**src/pkg/sfp_regs.vh**
```
`ifndef SFP_REGS_VH
`define SFP_REGS_VH

// word and offset register widths
`define SFP_DATA_W 9
`define SFP_OFF_W 8

// offset register indices, in load and read-back order
`define SFP_IDX_EMPTY_LO 2'd0
`define SFP_IDX_EMPTY_HI 2'd1
`define SFP_IDX_FULL_LO 2'd2
`define SFP_IDX_FULL_HI 2'd3

// offset register reset values: empty+7 and full-7
`define SFP_RST_EMPTY_LO 8'h07
`define SFP_RST_EMPTY_HI 8'h00
`define SFP_RST_FULL_LO 8'h07
`define SFP_RST_FULL_HI 8'h00

// bit positions in the sampled pin vector
`define SFP_PIN_W 17
`define SFP_PIN_RST 16
`define SFP_PIN_WCLK 15
`define SFP_PIN_RCLK 14
`define SFP_PIN_DATA_MSB 13
`define SFP_PIN_DATA_LSB 5
`define SFP_PIN_WE1 4
`define SFP_PIN_WE2 3
`define SFP_PIN_RE1 2
`define SFP_PIN_RE2 1
`define SFP_PIN_OE 0

// synchroniser reset value: channel in reset, enables idle
`define SFP_PIN_RST_VAL 17'h00017

// output register reset value
`define SFP_RST_OUT 9'h000

`endif

```
**src/hdl/sfp_channel.v**
```verilog
`timescale 1ns/10ps
`include "sfp_regs.vh"

// How it works
// - channel reset returns both pointers to zero
// - reset: full flags high, empty flags low
// - reset clears output, loads default offsets
// - write clock starts writes, updates full flags
// - clocks may be asynchronous or shared
// - flag mode: first enable low writes
// - words stored sequentially, independent of reads
// - full: flag low, writes ignored
// - full flag releases on write clock after read
// - both read enables low load output
// - either read enable high holds output
// - empty flags on read clock; empty ignores reads
// - output enable low drives, high floats outputs
// - dual pin high at reset: second enable
// - two-enable mode: first low, second high
// - dual pin low at reset: offset mode
// - load strobe writes four offsets in rotation
// - offset position kept between load bursts
// - offsets read back in same rotation
// - nine-bit words captured per write
// - empty when the array word count is zero
// - almost-empty at or below empty offset
// - almost-full at full minus full offset
module sfp_channel #(
  parameter DEPTH_LOG2 = 8,
  parameter BUF_LOG2 = 4
) (
  input wire sys_clk_i,
  input wire arst_n_i,
  input wire reset_n_i,
  input wire write_clock_i,
  input wire read_clock_i,
  input wire [8:0] write_data_i,
  input wire write_enable_first_n_i,
  input wire write_enable_second_or_load_i,
  input wire read_enable_first_n_i,
  input wire read_enable_second_n_i,
  input wire output_enable_n_i,
  output wire [8:0] read_data_o,
  output wire [8:0] read_data_oe_o,
  output wire empty_flag_n_o,
  output wire full_flag_n_o,
  output wire almost_empty_flag_n_o,
  output wire almost_full_flag_n_o
);

localparam DEPTH = 1 << DEPTH_LOG2;
// DEPTH_LOG2 from 8 to 13, BUF_LOG2 not above DEPTH_LOG2
localparam [DEPTH_LOG2:0] DEPTH_V = {1'b1, {DEPTH_LOG2{1'b0}}};
localparam [DEPTH_LOG2:0] ZERO_V = {(DEPTH_LOG2+1){1'b0}};
localparam [DEPTH_LOG2:0] ONE_V = {{DEPTH_LOG2{1'b0}}, 1'b1};

// pin sampling
wire [`SFP_PIN_W-1:0] pins_w;
reg [`SFP_PIN_W-1:0] meta_ff;
reg [`SFP_PIN_W-1:0] pin_ff;
reg wclk_d_ff;
reg rclk_d_ff;

// decoded pin levels and events
wire chan_rst;
wire wr_evt;
wire rd_evt;
wire we1_n;
wire we2_ld;
wire re_on;
wire [8:0] wdata;

// mode and offset registers
reg two_we_ff;
reg [1:0] sel_ff;
wire [4*`SFP_OFF_W-1:0] off_q;
wire [15:0] empty_off;
wire [15:0] full_off;
wire [DEPTH_LOG2:0] n_eff;
wire [DEPTH_LOG2:0] m_eff;

// request decode
wire fifo_wr_req;
wire off_wr_fire;
wire off_rd_fire;
wire wr_accept;
wire fifo_rd;

// storage
reg [8:0] mem [0:DEPTH-1];
reg [DEPTH_LOG2-1:0] wptr_ff;
reg [DEPTH_LOG2-1:0] rptr_ff;
reg [DEPTH_LOG2:0] arr_level_ff;
wire buf_in_ready;
wire buf_out_valid;
wire [8:0] buf_out_data;
wire [BUF_LOG2:0] buf_level;
wire arr_room;
wire drain;
wire [DEPTH_LOG2:0] tot_lvl;
wire [DEPTH_LOG2:0] tot_after;
wire [DEPTH_LOG2:0] arr_after;

// outputs
reg [8:0] out_ff;
reg [8:0] oe_ff;
reg empty_n_ff;
reg full_n_ff;
reg aempty_n_ff;
reg afull_n_ff;

assign pins_w = {reset_n_i, write_clock_i, read_clock_i, write_data_i,
                 write_enable_first_n_i, write_enable_second_or_load_i,
                 read_enable_first_n_i, read_enable_second_n_i, output_enable_n_i};

// both port clocks are sampled, so shared or unrelated clocks behave alike;
// each pin clock phase must last at least two system clock periods
always @(posedge sys_clk_i or negedge arst_n_i) begin
  if (!arst_n_i) begin
    meta_ff <= `SFP_PIN_RST_VAL;
    pin_ff <= `SFP_PIN_RST_VAL;
    wclk_d_ff <= 1'b0;
    rclk_d_ff <= 1'b0;
  end else begin
    meta_ff <= pins_w;
    pin_ff <= meta_ff;
    wclk_d_ff <= pin_ff[`SFP_PIN_WCLK];
    rclk_d_ff <= pin_ff[`SFP_PIN_RCLK];
  end
end

assign chan_rst = ~pin_ff[`SFP_PIN_RST];
assign wr_evt = pin_ff[`SFP_PIN_WCLK] & ~wclk_d_ff;
assign rd_evt = pin_ff[`SFP_PIN_RCLK] & ~rclk_d_ff;
assign we1_n = pin_ff[`SFP_PIN_WE1];
assign we2_ld = pin_ff[`SFP_PIN_WE2];
assign re_on = ~pin_ff[`SFP_PIN_RE1] & ~pin_ff[`SFP_PIN_RE2];
assign wdata = pin_ff[`SFP_PIN_DATA_MSB:`SFP_PIN_DATA_LSB];

// dual pin strap, followed for the whole reset pulse
always @(posedge sys_clk_i or negedge arst_n_i) begin
  if (!arst_n_i) begin
    two_we_ff <= 1'b0;
  end else if (chan_rst) begin
    two_we_ff <= we2_ld;
  end
end

// in both modes a word enters the FIFO when the first enable is low and the
// dual pin high: a second enable in one mode, an idle load strobe in the other
assign fifo_wr_req = ~we1_n & we2_ld;
assign wr_accept = wr_evt & ~chan_rst & fifo_wr_req & full_n_ff & buf_in_ready;
assign off_wr_fire = wr_evt & ~chan_rst & ~two_we_ff & ~we1_n & ~we2_ld;
assign off_rd_fire = rd_evt & ~chan_rst & ~two_we_ff & ~we2_ld & re_on;
// reads are gated by the registered flag, so a freshly written word only
// becomes readable after the read edge that lifts the empty flag
assign fifo_rd = rd_evt & ~chan_rst & re_on & (two_we_ff | we2_ld) & empty_n_ff;

// offset registers, one per rotation slot
genvar g;
generate
  for (g = 0; g < 4; g = g + 1) begin : gen_off
    localparam [7:0] DEF = (g == `SFP_IDX_EMPTY_LO) ? `SFP_RST_EMPTY_LO :
                           (g == `SFP_IDX_EMPTY_HI) ? `SFP_RST_EMPTY_HI :
                           (g == `SFP_IDX_FULL_LO) ? `SFP_RST_FULL_LO : `SFP_RST_FULL_HI;
    reg [7:0] val_ff;
    always @(posedge sys_clk_i or negedge arst_n_i) begin
      if (!arst_n_i) begin
        val_ff <= DEF;
      end else if (chan_rst) begin
        val_ff <= DEF;
      end else if (off_wr_fire && (sel_ff == g)) begin
        val_ff <= wdata[7:0];
      end
    end
    assign off_q[g*`SFP_OFF_W +: `SFP_OFF_W] = val_ff;
  end
endgenerate

// one rotation pointer serves loading and read-back; a load and a read in
// the same cycle use the same slot and advance it once
always @(posedge sys_clk_i or negedge arst_n_i) begin
  if (!arst_n_i) begin
    sel_ff <= 2'd0;
  end else if (chan_rst) begin
    sel_ff <= 2'd0;
  end else if (off_wr_fire | off_rd_fire) begin
    sel_ff <= sel_ff + 2'd1;
  end
end

assign empty_off = {off_q[`SFP_IDX_EMPTY_HI*`SFP_OFF_W +: `SFP_OFF_W],
                    off_q[`SFP_IDX_EMPTY_LO*`SFP_OFF_W +: `SFP_OFF_W]};
assign full_off = {off_q[`SFP_IDX_FULL_HI*`SFP_OFF_W +: `SFP_OFF_W],
                   off_q[`SFP_IDX_FULL_LO*`SFP_OFF_W +: `SFP_OFF_W]};
// offset bits above the pointer width are ignored
assign n_eff = {1'b0, empty_off[DEPTH_LOG2-1:0]};
assign m_eff = {1'b0, full_off[DEPTH_LOG2-1:0]};

// staging buffer between the write port and the array
sfp_buf #(
  .WIDTH(`SFP_DATA_W),
  .DEPTH_LOG2(BUF_LOG2)
) u_buf (
  .sys_clk_i(sys_clk_i),
  .arst_n_i(arst_n_i),
  .clr_i(chan_rst),
  .in_valid_i(wr_accept),
  .in_ready_o(buf_in_ready),
  .in_data_i(wdata),
  .out_valid_o(buf_out_valid),
  .out_ready_i(arr_room),
  .out_data_o(buf_out_data),
  .level_o(buf_level)
);

assign arr_room = (arr_level_ff != DEPTH_V);
assign drain = buf_out_valid & arr_room;

// staged words count toward full so the array can never be overrun
assign tot_lvl = arr_level_ff + {{(DEPTH_LOG2-BUF_LOG2){1'b0}}, buf_level};
assign tot_after = tot_lvl + {{DEPTH_LOG2{1'b0}}, wr_accept} - {{DEPTH_LOG2{1'b0}}, fifo_rd};
assign arr_after = arr_level_ff + {{DEPTH_LOG2{1'b0}}, drain} - {{DEPTH_LOG2{1'b0}}, fifo_rd};

always @(posedge sys_clk_i) begin
  if (drain) begin
    mem[wptr_ff] <= buf_out_data;
  end
end

always @(posedge sys_clk_i or negedge arst_n_i) begin
  if (!arst_n_i) begin
    wptr_ff <= {DEPTH_LOG2{1'b0}};
    rptr_ff <= {DEPTH_LOG2{1'b0}};
    arr_level_ff <= ZERO_V;
  end else if (chan_rst) begin
    wptr_ff <= {DEPTH_LOG2{1'b0}};
    rptr_ff <= {DEPTH_LOG2{1'b0}};
    arr_level_ff <= ZERO_V;
  end else begin
    if (drain) begin
      wptr_ff <= wptr_ff + ONE_V[DEPTH_LOG2-1:0];
    end
    if (fifo_rd) begin
      rptr_ff <= rptr_ff + ONE_V[DEPTH_LOG2-1:0];
    end
    arr_level_ff <= arr_after;
  end
end

// output register
always @(posedge sys_clk_i or negedge arst_n_i) begin
  if (!arst_n_i) begin
    out_ff <= `SFP_RST_OUT;
  end else if (chan_rst) begin
    out_ff <= `SFP_RST_OUT;
  end else if (fifo_rd) begin
    out_ff <= mem[rptr_ff];
  end else if (off_rd_fire) begin
    out_ff <= {1'b0, off_q[sel_ff*`SFP_OFF_W +: `SFP_OFF_W]};
  end
  // otherwise held, including while either read enable is high
end

always @(posedge sys_clk_i or negedge arst_n_i) begin
  if (!arst_n_i) begin
    oe_ff <= 9'h000;
  end else begin
    oe_ff <= {9{~pin_ff[`SFP_PIN_OE]}};
  end
end

// write-side flags move only on write clock edges, so after a read frees
// space the full flag lifts at the next write edge, whose write is refused
always @(posedge sys_clk_i or negedge arst_n_i) begin
  if (!arst_n_i) begin
    full_n_ff <= 1'b1;
    afull_n_ff <= 1'b1;
  end else if (chan_rst) begin
    full_n_ff <= 1'b1;
    afull_n_ff <= 1'b1;
  end else if (wr_evt) begin
    full_n_ff <= (tot_after != DEPTH_V);
    afull_n_ff <= (tot_after < (DEPTH_V - m_eff));
  end
end

// read-side flags move only on read clock edges
always @(posedge sys_clk_i or negedge arst_n_i) begin
  if (!arst_n_i) begin
    empty_n_ff <= 1'b0;
    aempty_n_ff <= 1'b0;
  end else if (chan_rst) begin
    empty_n_ff <= 1'b0;
    aempty_n_ff <= 1'b0;
  end else if (rd_evt) begin
    empty_n_ff <= (arr_after != ZERO_V);
    aempty_n_ff <= (arr_after > n_eff);
  end
end

assign read_data_o = out_ff;
assign read_data_oe_o = oe_ff;
assign empty_flag_n_o = empty_n_ff;
assign full_flag_n_o = full_n_ff;
assign almost_empty_flag_n_o = aempty_n_ff;
assign almost_full_flag_n_o = afull_n_ff;

endmodule

```
**src/hdl/sfp_buf.v**
```verilog
`timescale 1ns/10ps
module sfp_buf #(
  parameter WIDTH = 9,
  parameter DEPTH_LOG2 = 4
) (
  input wire sys_clk_i,
  input wire arst_n_i,
  input wire clr_i,
  input wire in_valid_i,
  output wire in_ready_o,
  input wire [WIDTH-1:0] in_data_i,
  output wire out_valid_o,
  input wire out_ready_i,
  output wire [WIDTH-1:0] out_data_o,
  output wire [DEPTH_LOG2:0] level_o
);

localparam DEPTH = 1 << DEPTH_LOG2;

reg [WIDTH-1:0] mem [0:DEPTH-1];
reg [DEPTH_LOG2:0] wp_ff;
reg [DEPTH_LOG2:0] rp_ff;

wire [DEPTH_LOG2:0] used_w;
wire full_w;
wire empty_w;
wire push_w;
wire pop_w;

assign used_w = wp_ff - rp_ff;
// extra pointer bit tells full from empty
assign full_w = (wp_ff[DEPTH_LOG2] != rp_ff[DEPTH_LOG2]) &&
                (wp_ff[DEPTH_LOG2-1:0] == rp_ff[DEPTH_LOG2-1:0]);
assign empty_w = (wp_ff == rp_ff);
assign push_w = in_valid_i & ~full_w;
assign pop_w = out_ready_i & ~empty_w;

assign in_ready_o = ~full_w;
assign out_valid_o = ~empty_w;
assign out_data_o = mem[rp_ff[DEPTH_LOG2-1:0]];
assign level_o = used_w;

always @(posedge sys_clk_i) begin
  if (push_w) begin
    mem[wp_ff[DEPTH_LOG2-1:0]] <= in_data_i;
  end
end

always @(posedge sys_clk_i or negedge arst_n_i) begin
  if (!arst_n_i) begin
    wp_ff <= {(DEPTH_LOG2+1){1'b0}};
    rp_ff <= {(DEPTH_LOG2+1){1'b0}};
  end else if (clr_i) begin
    wp_ff <= {(DEPTH_LOG2+1){1'b0}};
    rp_ff <= {(DEPTH_LOG2+1){1'b0}};
  end else begin
    if (push_w) begin
      wp_ff <= wp_ff + {{DEPTH_LOG2{1'b0}}, 1'b1};
    end
    if (pop_w) begin
      rp_ff <= rp_ff + {{DEPTH_LOG2{1'b0}}, 1'b1};
    end
  end
end

endmodule

```
**config.mk**
```make
export PLATFORM = sky130hd
export DESIGN_NAME = sfp_channel
export DESIGN_NICKNAME = d
export VERILOG_FILES = /design/src/hdl/sfp_channel.v /design/src/hdl/sfp_buf.v
export VERILOG_INCLUDE_DIRS = /design/src /design/src/pkg
export SDC_FILE = /design/constraint.sdc
export NUM_CORES = 2
export LEC_CHECK = 0
export BUFFER_PORTS_ARGS = -buffer_cell sky130_fd_sc_hd__buf_4
export CAP_MARGIN = 10
export CORE_MARGIN = 2
export CORE_UTILIZATION = 29
export CTS_CLUSTER_DIAMETER = 120
export DETAILED_ROUTE_END_ITERATION = 12
export GPL_ROUTABILITY_DRIVEN = 0
export SYNTH_ARGS = -nofsm -noshare
export SYNTH_HDL_FRONTEND = slang
export SYNTH_SLANG_ARGS = --single-unit
```
**constraint.sdc**
```tcl
create_clock -name sys_clk_i -period 7.3 [get_ports sys_clk_i]
set_input_delay 0.365 -clock sys_clk_i [delete_from_list [all_inputs] [get_ports sys_clk_i]]
set_output_delay 0.365 -clock sys_clk_i [all_outputs]
set_load 0.005 [all_outputs]
```
# Word-level counts from Yosys, hierarchy flattened
# Memories as Yosys holds them, arrays and structs flattened.
# Index checks and enable logic that the tools add are counted.
[op_classes]
n_lt_le_gt_ge = 2
addsub = 12
mul = 0
n_shift = 1
div_mod_pow = 0
eq_ne = 19
mux = 34
bitwise_logic = 32
reduce_logical = 7
[op_table]
columns = ["operator", "count"]
rows = [
  ["$mux 8", 12],
  ["$mux 9", 4],
  ["$shiftx 32x6->8", 1],
  ["$and 1x1->1", 20],
  ["$mux 5", 4],
  ["$ne 2x1->1 const B", 10],
  ["$add 9x1->9", 2],
  ["$ne 9x9->1 const B", 2],
  ["$sub 9x1->9", 2],
  ["$add 8x1->8 const B", 2],
  ["$mux 1", 12],
  ["$add 5x1->5 const B", 2],
  ["$not 1->1", 10],
  ["$add 9x5->9", 1],
  ["$gt 9x8->1", 1],
  ["$lt 9x9->1", 1],
  ["$reduce_bool 9->1", 1],
  ["$sub 9x8->9 const A", 1],
  ["$eq 5x5->1", 1],
  ["$logic_and 1x1->1", 5],
  ["$sub 5x5->5", 1],
  ["$eq 2x2->1 const B", 2],
  ["$eq 4x4->1", 1],
  ["$mux 2", 2],
  ["6 further kinds", 7],
]
[totals]
word_cells = 130
mem_bits_ro = 0
latch_bits = 0
ram_bits = 2448
mem_count = 2
output_inout_bits = 22
ff_bits = 120
in_bits = 19
[mem_list]
columns = ["memory", "depth", "word_bits", "rd", "rd_ports_with_merged_regs", "write_ports", "line", "source"]
rows = [
  ["mem", 256, 9, 1, 0, 1, "sfp_channel.v:90", "reg [8:0] mem [0:DEPTH-1];"],
  ["u_buf.mem", 16, 9, 1, 0, 1, "sfp_buf.v:20", "reg [WIDTH-1:0] mem [0:DEPTH-1];"],
]

# Depth between registers and ports, before layout
[depth]
ltp_word = 11
ltp_mapped = 24
ltp_nobuf = 21

# Cells and area by module
# A second synthesis with hierarchy kept.
[unflattened]
cells_unflattened = 5194
hier_area_um2 = 101977.8
[modules_own_cells]
columns = ["mod", "seq_area_each_um2", "n_inst", "area_per_inst_um2", "cells_each"]
rows = [
  ["sfp_channel", 71959.0, 1, 95656.7, 4859],
  ["sfp_buf", 4574.4, 1, 6321.1, 335],
]

# Least setup slack after synthesis
# No wires, ideal clock.
[synth_timing]
path_type = "flip-flop to flip-flop"
from = "register u_buf.rp_ff[1]"
to = "register aempty_n_ff, in the netlist almost_empty_flag_n_o"
setup_ns = 0.133
period_less_slack_ns = 4.504
arrival_time_ns = 4.371
setup_slack_ns = 2.796
n_path_buf = 3
required_time_ns = 7.167
path_stages_with_launch = 24
cell_sequence = "dfrtp_1 -> clkbuf_1 -> buf_1 -> inv_1 -> ha_1 -> nand4_1 -> o32a_1 -> buf_2 -> inv_1 -> ha_1 -> inv_1 -> ha_1 -> a21o_1 -> a21oi_1 -> o21bai_1 -> a21oi_1 -> xnor2_1 -> inv_1 -> ha_1 -> a21oi_1 -> o21ai_0 -> a211o_1 -> a21oi_1 -> a21oi_1"
[synth_via]
elab_chain_len = 8
[synth_lines]
columns = ["item", "line", "source"]
rows = [
  ["start: declaration", "sfp_buf.v:22", "reg [DEPTH_LOG2:0] rp_ff;"],
  ["start signal: assignment", "sfp_buf.v:52", "rp_ff <= {(DEPTH_LOG2+1){1'b0}};"],
  ["start signal: assignment", "sfp_buf.v:55", "rp_ff <= {(DEPTH_LOG2+1){1'b0}};"],
  ["start signal: assignment", "sfp_buf.v:61", "rp_ff <= rp_ff + {{DEPTH_LOG2{1'b0}}, 1'b1};"],
  ["$eq 5x5->1", "sfp_buf.v:34", "assign empty_w = (wp_ff == rp_ff);"],
  ["$not 1->1", "sfp_buf.v:39", "assign out_valid_o = ~empty_w;"],
  ["$and 1x1->1", "sfp_channel.v:218", "assign drain = buf_out_valid & arr_room;"],
  ["$add 9x1->9", "sfp_channel.v:223", "assign arr_after = arr_level_ff + {{DEPTH_LOG2{1'b0}}, drain} - {{DEPTH_LOG2{1'b0}}, fifo_rd};"],
  ["$sub 9x1->9", "sfp_channel.v:223", ""],
  ["$gt 9x8->1", "sfp_channel.v:298", "aempty_n_ff <= (arr_after > n_eff);"],
  ["$mux 1", "sfp_channel.v:296", "end else if (rd_evt) begin"],
  ["$mux 1", "sfp_channel.v:293", "end else if (chan_rst) begin"],
  ["end signal: assignment", "sfp_channel.v:298", ""],
  ["end: declaration", "sfp_channel.v:109", "reg aempty_n_ff;"],
]
# Every way passes these cells. The select of a mux whose other input is x is not followed.
# A chain may end at the register's enable or synchronous reset.

# Final worst setup path
[layout_timing]
from = "register u_buf.rp_ff[2]"
to = "register aempty_n_ff, in the netlist almost_empty_flag_n_o"
# The elaborated chain is that of the path after synthesis.

==> results.md <==
- The clock slew seen by the registers of the worst setup and hold paths is 60 ps.
- Counting flops with a built-in enable in the synthesized netlist gives ~2,400.
- The filler cell count in the final layout is 32,400.
- The final critical-path share of the clock period is 0.705.
- The cell leakage power is 35.0 nW.
- The pin count of the biggest net entering global routing is 192.
- The post-cts gate resize count is 0.
- The part of the Yosys area used for sequential elements is 0.758.
- The detailed-route via count is 50,800.
- The global routing's busiest layer is met2.
- The share of flip-flops with an asynchronous set or reset is 0.0467.
- Across the run, the number of max-cap violations was 0.
- In the final layout, the multi-input gates occupy 22,700 sq um.
- The area fraction of the dominant cell type after synthesis is 0.728.
- For this configuration, the core starts out at a cell density of 0.291.
- STA classifies the critical path startpoint as a flop.
- The number of flip-flops and latches in the synthesized netlist is 2,568.
- The via count of the first global-routing pass is a little over 50,000.
- The iteration-0 DRC count of the detailed router is 6,749.
- From synthesis to final layout, the design area changed by 14.0%.
- The top flip-flop cell by instance count after synthesis is edfxtp_1.
- In the final layout, the share of cells above drive strength 1 is 0.222.
- The maximum buffer depth of the clock tree is 4.
- The first-pass GRT wire length is around 380 mm.
- After routing the design area is 115,000 sq um.
- The number of remaining DRC errors is 0.
- The floorplan die height is 594 um.
- The H-tree was split into 5 levels.
- After detailed routing, the number of vias per cell comes to 5.15.
- The flow ran to the end, and the final reports show no timing, DRC or antenna violations.
- The number of nets produced by synthesis is 5,013.
- The sequential cells in the finished layout cover a total of 76,600 sq um.
- Static timing analysis puts the maximum clock frequency at about 200 MHz.
- The detail route stage leaves a number of antenna-violating nets equal to 0.
- Input and output buffers added on the ports amount to 40.
- After synthesis, the netlist uses 77 different library cells.
- The setup clock skew after layout is 53.7 ps.
- Before antenna repair, the detailed router went through 9 iterations.
- The root buffer selected by CTS is clkbuf_16.
- For met1 alone, demand over resource in global routing was 0.206.
- The Yosys step of the flow raised 0 warnings.
- The TritonCTS buffer count is 274.
- By startpoint and endpoint, the worst setup path is classified as flop to flop.
- The buffers inserted during post-CTS setup optimization is 0.
- The number of buffers inserted for hold repair after clock tree synthesis is 20.
- The power density over the cells is 286 nW/um^2.
- Clock latency on the worst-skew pair, taken at its later pin, is 930 ps.
- The number of clock sinks is 2,568.
- The cell accounting for the most synthesized area is edfxtp_1.
- The I/O pin count is 41.
- The total standard cell area after synthesis is slightly above 100,000 sq um.
- The hold violation count in the final report is 0.
- The final layout contains routed wiring with a total length of roughly 270 mm.
- For the pin with the worst max-slew slack, the measured transition is around 1300 ps.
- After floorplanning, the core was sized to cover 346,000 sq um.
- Ranked by total cell area, the synthesized netlist is headed by edfxtp_1 73%, mux4_2 14%, dfrtp_1 2.6%, mux2i_1 1.4%, nor2_1 1.2%.
- The highest fanout seen on the critical path is 13.
- The number of antenna violations at the first check in global routing was 12.
- The die is 594 um wide.
- The type of element capturing the critical path is a flop.
- The CTS tree is done.
- Synthesis produced 4,933 cells.
- For this run, the total global-route usage over all layers was measured as 0.149.
- Setup repair after global routing left no endpoint under its margin.
- The worst hold path class is input port to flop.
- The maximum ir drop on the vdd rail is 0.276 mV.
- The total congestion overflow after global routing is 0.
- In this run the tightest slew margin relative to its limit is 0.133.
- The wire-length estimate of the detail-placed layout is 162 mm.
- The worst endpoint data arrival time is 5900 ps.
- For this run, global-route usage on met2 was measured as 0.230.
- The final critical path time including I/O delays and setup is 5150 ps.
- In the final routed layout, each cell accounts on average for 27.3 um.
- Setup violations remaining at the end of the flow were counted as 0.
- After routing, the total negative slack on setup checks comes to 0 ps.
- The instance area at placement is around 110,000 sq um.
- In this run the core area contains 216 standard-cell rows.
- The max-slew violation total from the final report is 0.
- The mean post-synth cell area is 20.5 sq um.
- At the end of the flow, the number of nets in the layout was 5,173.
- For met3 alone, demand over resource in global routing was 0.0389.
- The die area is 353,000 sq um.
- The worst path required time is 8050 ps.
==> critical path: stages, from the launching register on <==
cell and delay (ps):
dfrtp_1 680, inv_1 100, ha_1 370, nand4_1 130
o32a_1 530, inv_1 380, ha_1 390, inv_1 50
ha_1 210, a21o_1 200, a21oi_1 250, o21bai_1 100
a21oi_1 260, xnor2_1 200, inv_1 80, ha_1 310
a21oi_1 120, o21ai_0 90, a211o_1 300, a21oi_1 170
a21oi_1 80
==> cell type report <==
class                           instances  share of cell area
Inverter                               63             0.00212
Clock inverter                        118             0.00865
Multi-Input combinational cell       2017               0.198
Sequential cell                      2568               0.665
Tap cell                             4578              0.0498
Antenna cell                            3           0.0000652
Timing Repair Buffer                  169              0.0131
Clock buffer                          342              0.0639
==> layer usage <==
layer | up-vias | wire length, um
met3 | 476 | 27800
met1 | 27100 | 110000
met5 | - | 27
li1 | 20500 | -
met2 | 2658 | 123000
met4 | 4 | 8150
==> metrics by stage <==
step                      cells  total power [W]  setup slack [ps]  hold WS, ps  utilization
after floorplan            4933           0.0189              2800         69.4            -
after global placement     9367           0.0199              2230          343        0.307
after detailed placement   9368           0.0199              2310          335        0.307
after CTS                  9848           0.0330              2260         72.0        0.332
after global routing       9856           0.0339              1900         82.5        0.332
final                      9858           0.0329              2150          118        0.332
==> synth_stat cells (all sizes together), types with 4 or more instances <==
cell,number
a22o,21
edfxtp,2448
nor2b,20
nand4,10
mux2i,140
fa,4
o21bai,5
mux2,9
dfrtp,104
xnor2,29
nand2b,10
clkbuf,123
xor2,14
nand2,208
ha,57
buf,162
and3,9
o211ai,6
o22ai,36
mux4,621
a21boi,16
a221oi,30
o221ai,18
a211oi,16
nor2,320
dfstp,16
and2,42
nand3,48
a31oi,11
a22oi,35
or4,4
a21o,8
inv,62
o21ai,80
a211o,5
nor4,9
or3,5
a21oi,81
a2111oi,11
nor3,40
==> cells by family (layout without fill, tap and decap cells) <==
group | after synthesis | in the layout | synth area share
compound gates | 405 | 405 | 0.0271
mux | 770 | 770 | 0.154
fa+ha+maj | 61 | 61 | 0.00786
flops | 2568 | 2568 | 0.758
xor+xnor | 43 | 43 | 0.00373
simple gates | 738 | 738 | 0.0318
other cells | 0 | 3 | 0
buf+inv | 348 | 692 | 0.0177
==> final timing paths <==
check / from / to / slack, ps / cells past startpoint
worst max-delay path: u_buf.rp_ff[2] / almost_empty_flag_n_o / 2150 / 20
worst min-delay path: write_data_i[7] / meta_ff[12] / 120 / 2
worst max register to register: u_buf.rp_ff[2] / almost_empty_flag_n_o / 2150 / 20
worst min register to register: meta_ff[15] / pin_ff[15] / 350 / 0
max in group asynchronous: arst_n_i / rptr_ff[3] / 5480 / 4
min in group asynchronous: arst_n_i / meta_ff[10] / 510 / 3
==> sequential cells by signal, summed over array words and instances, names as in the netlist, 8 cells and up <==
signal and cells:
gen_off.val_ff 32, meta_ff 17, pin_ff 17, read_data_o 9, mem 2304, wptr_ff 8, arr_level_ff 9, rptr_ff 8
u_buf.mem 144
==> report_power, final <==
| group | total [W] | internal (W) | leakage (nW) | switching (W) |
|---|---|---|---|---|
| Combinational | 0.00259 | 0.000707 | 7.43 | 0.00188 |
| Clock | 0.0133 | 0.00771 | 4.07 | 0.00556 |
| Sequential | 0.0170 | 0.0170 | 23.5 | 0.0000762 |
| Total | 0.0329 | 0.0254 | 35.0 | 0.00752 |
==> placed cells by master (no fill, tap or decap), types with 10 or more instances in the layout <==
cell	n
a211oi_1	16
a21boi_0	14
a21oi_1	81
a221oi_1	30
a22o_1	21
a22oi_1	35
a31oi_1	11
and2_1	39
buf_12	13
buf_4	128
bufinv_16	17
clkbuf_1	55
clkbuf_16	284
clkinv_1	58
clkinv_2	31
dfrtp_1	95
dfstp_2	16
dlygate4sd3_1	20
edfxtp_1	2448
ha_1	57
inv_1	60
mux2i_1	140
mux4_2	604
nand2_1	202
nand2b_1	10
nand3_1	48
nand4_1	10
nor2_1	318
nor2b_1	18
nor3_1	36
o21ai_0	79
o221ai_1	18
o22ai_1	36
xnor2_1	29
xor2_1	14
No activity file was read; power rests on OpenSTA's default activity.
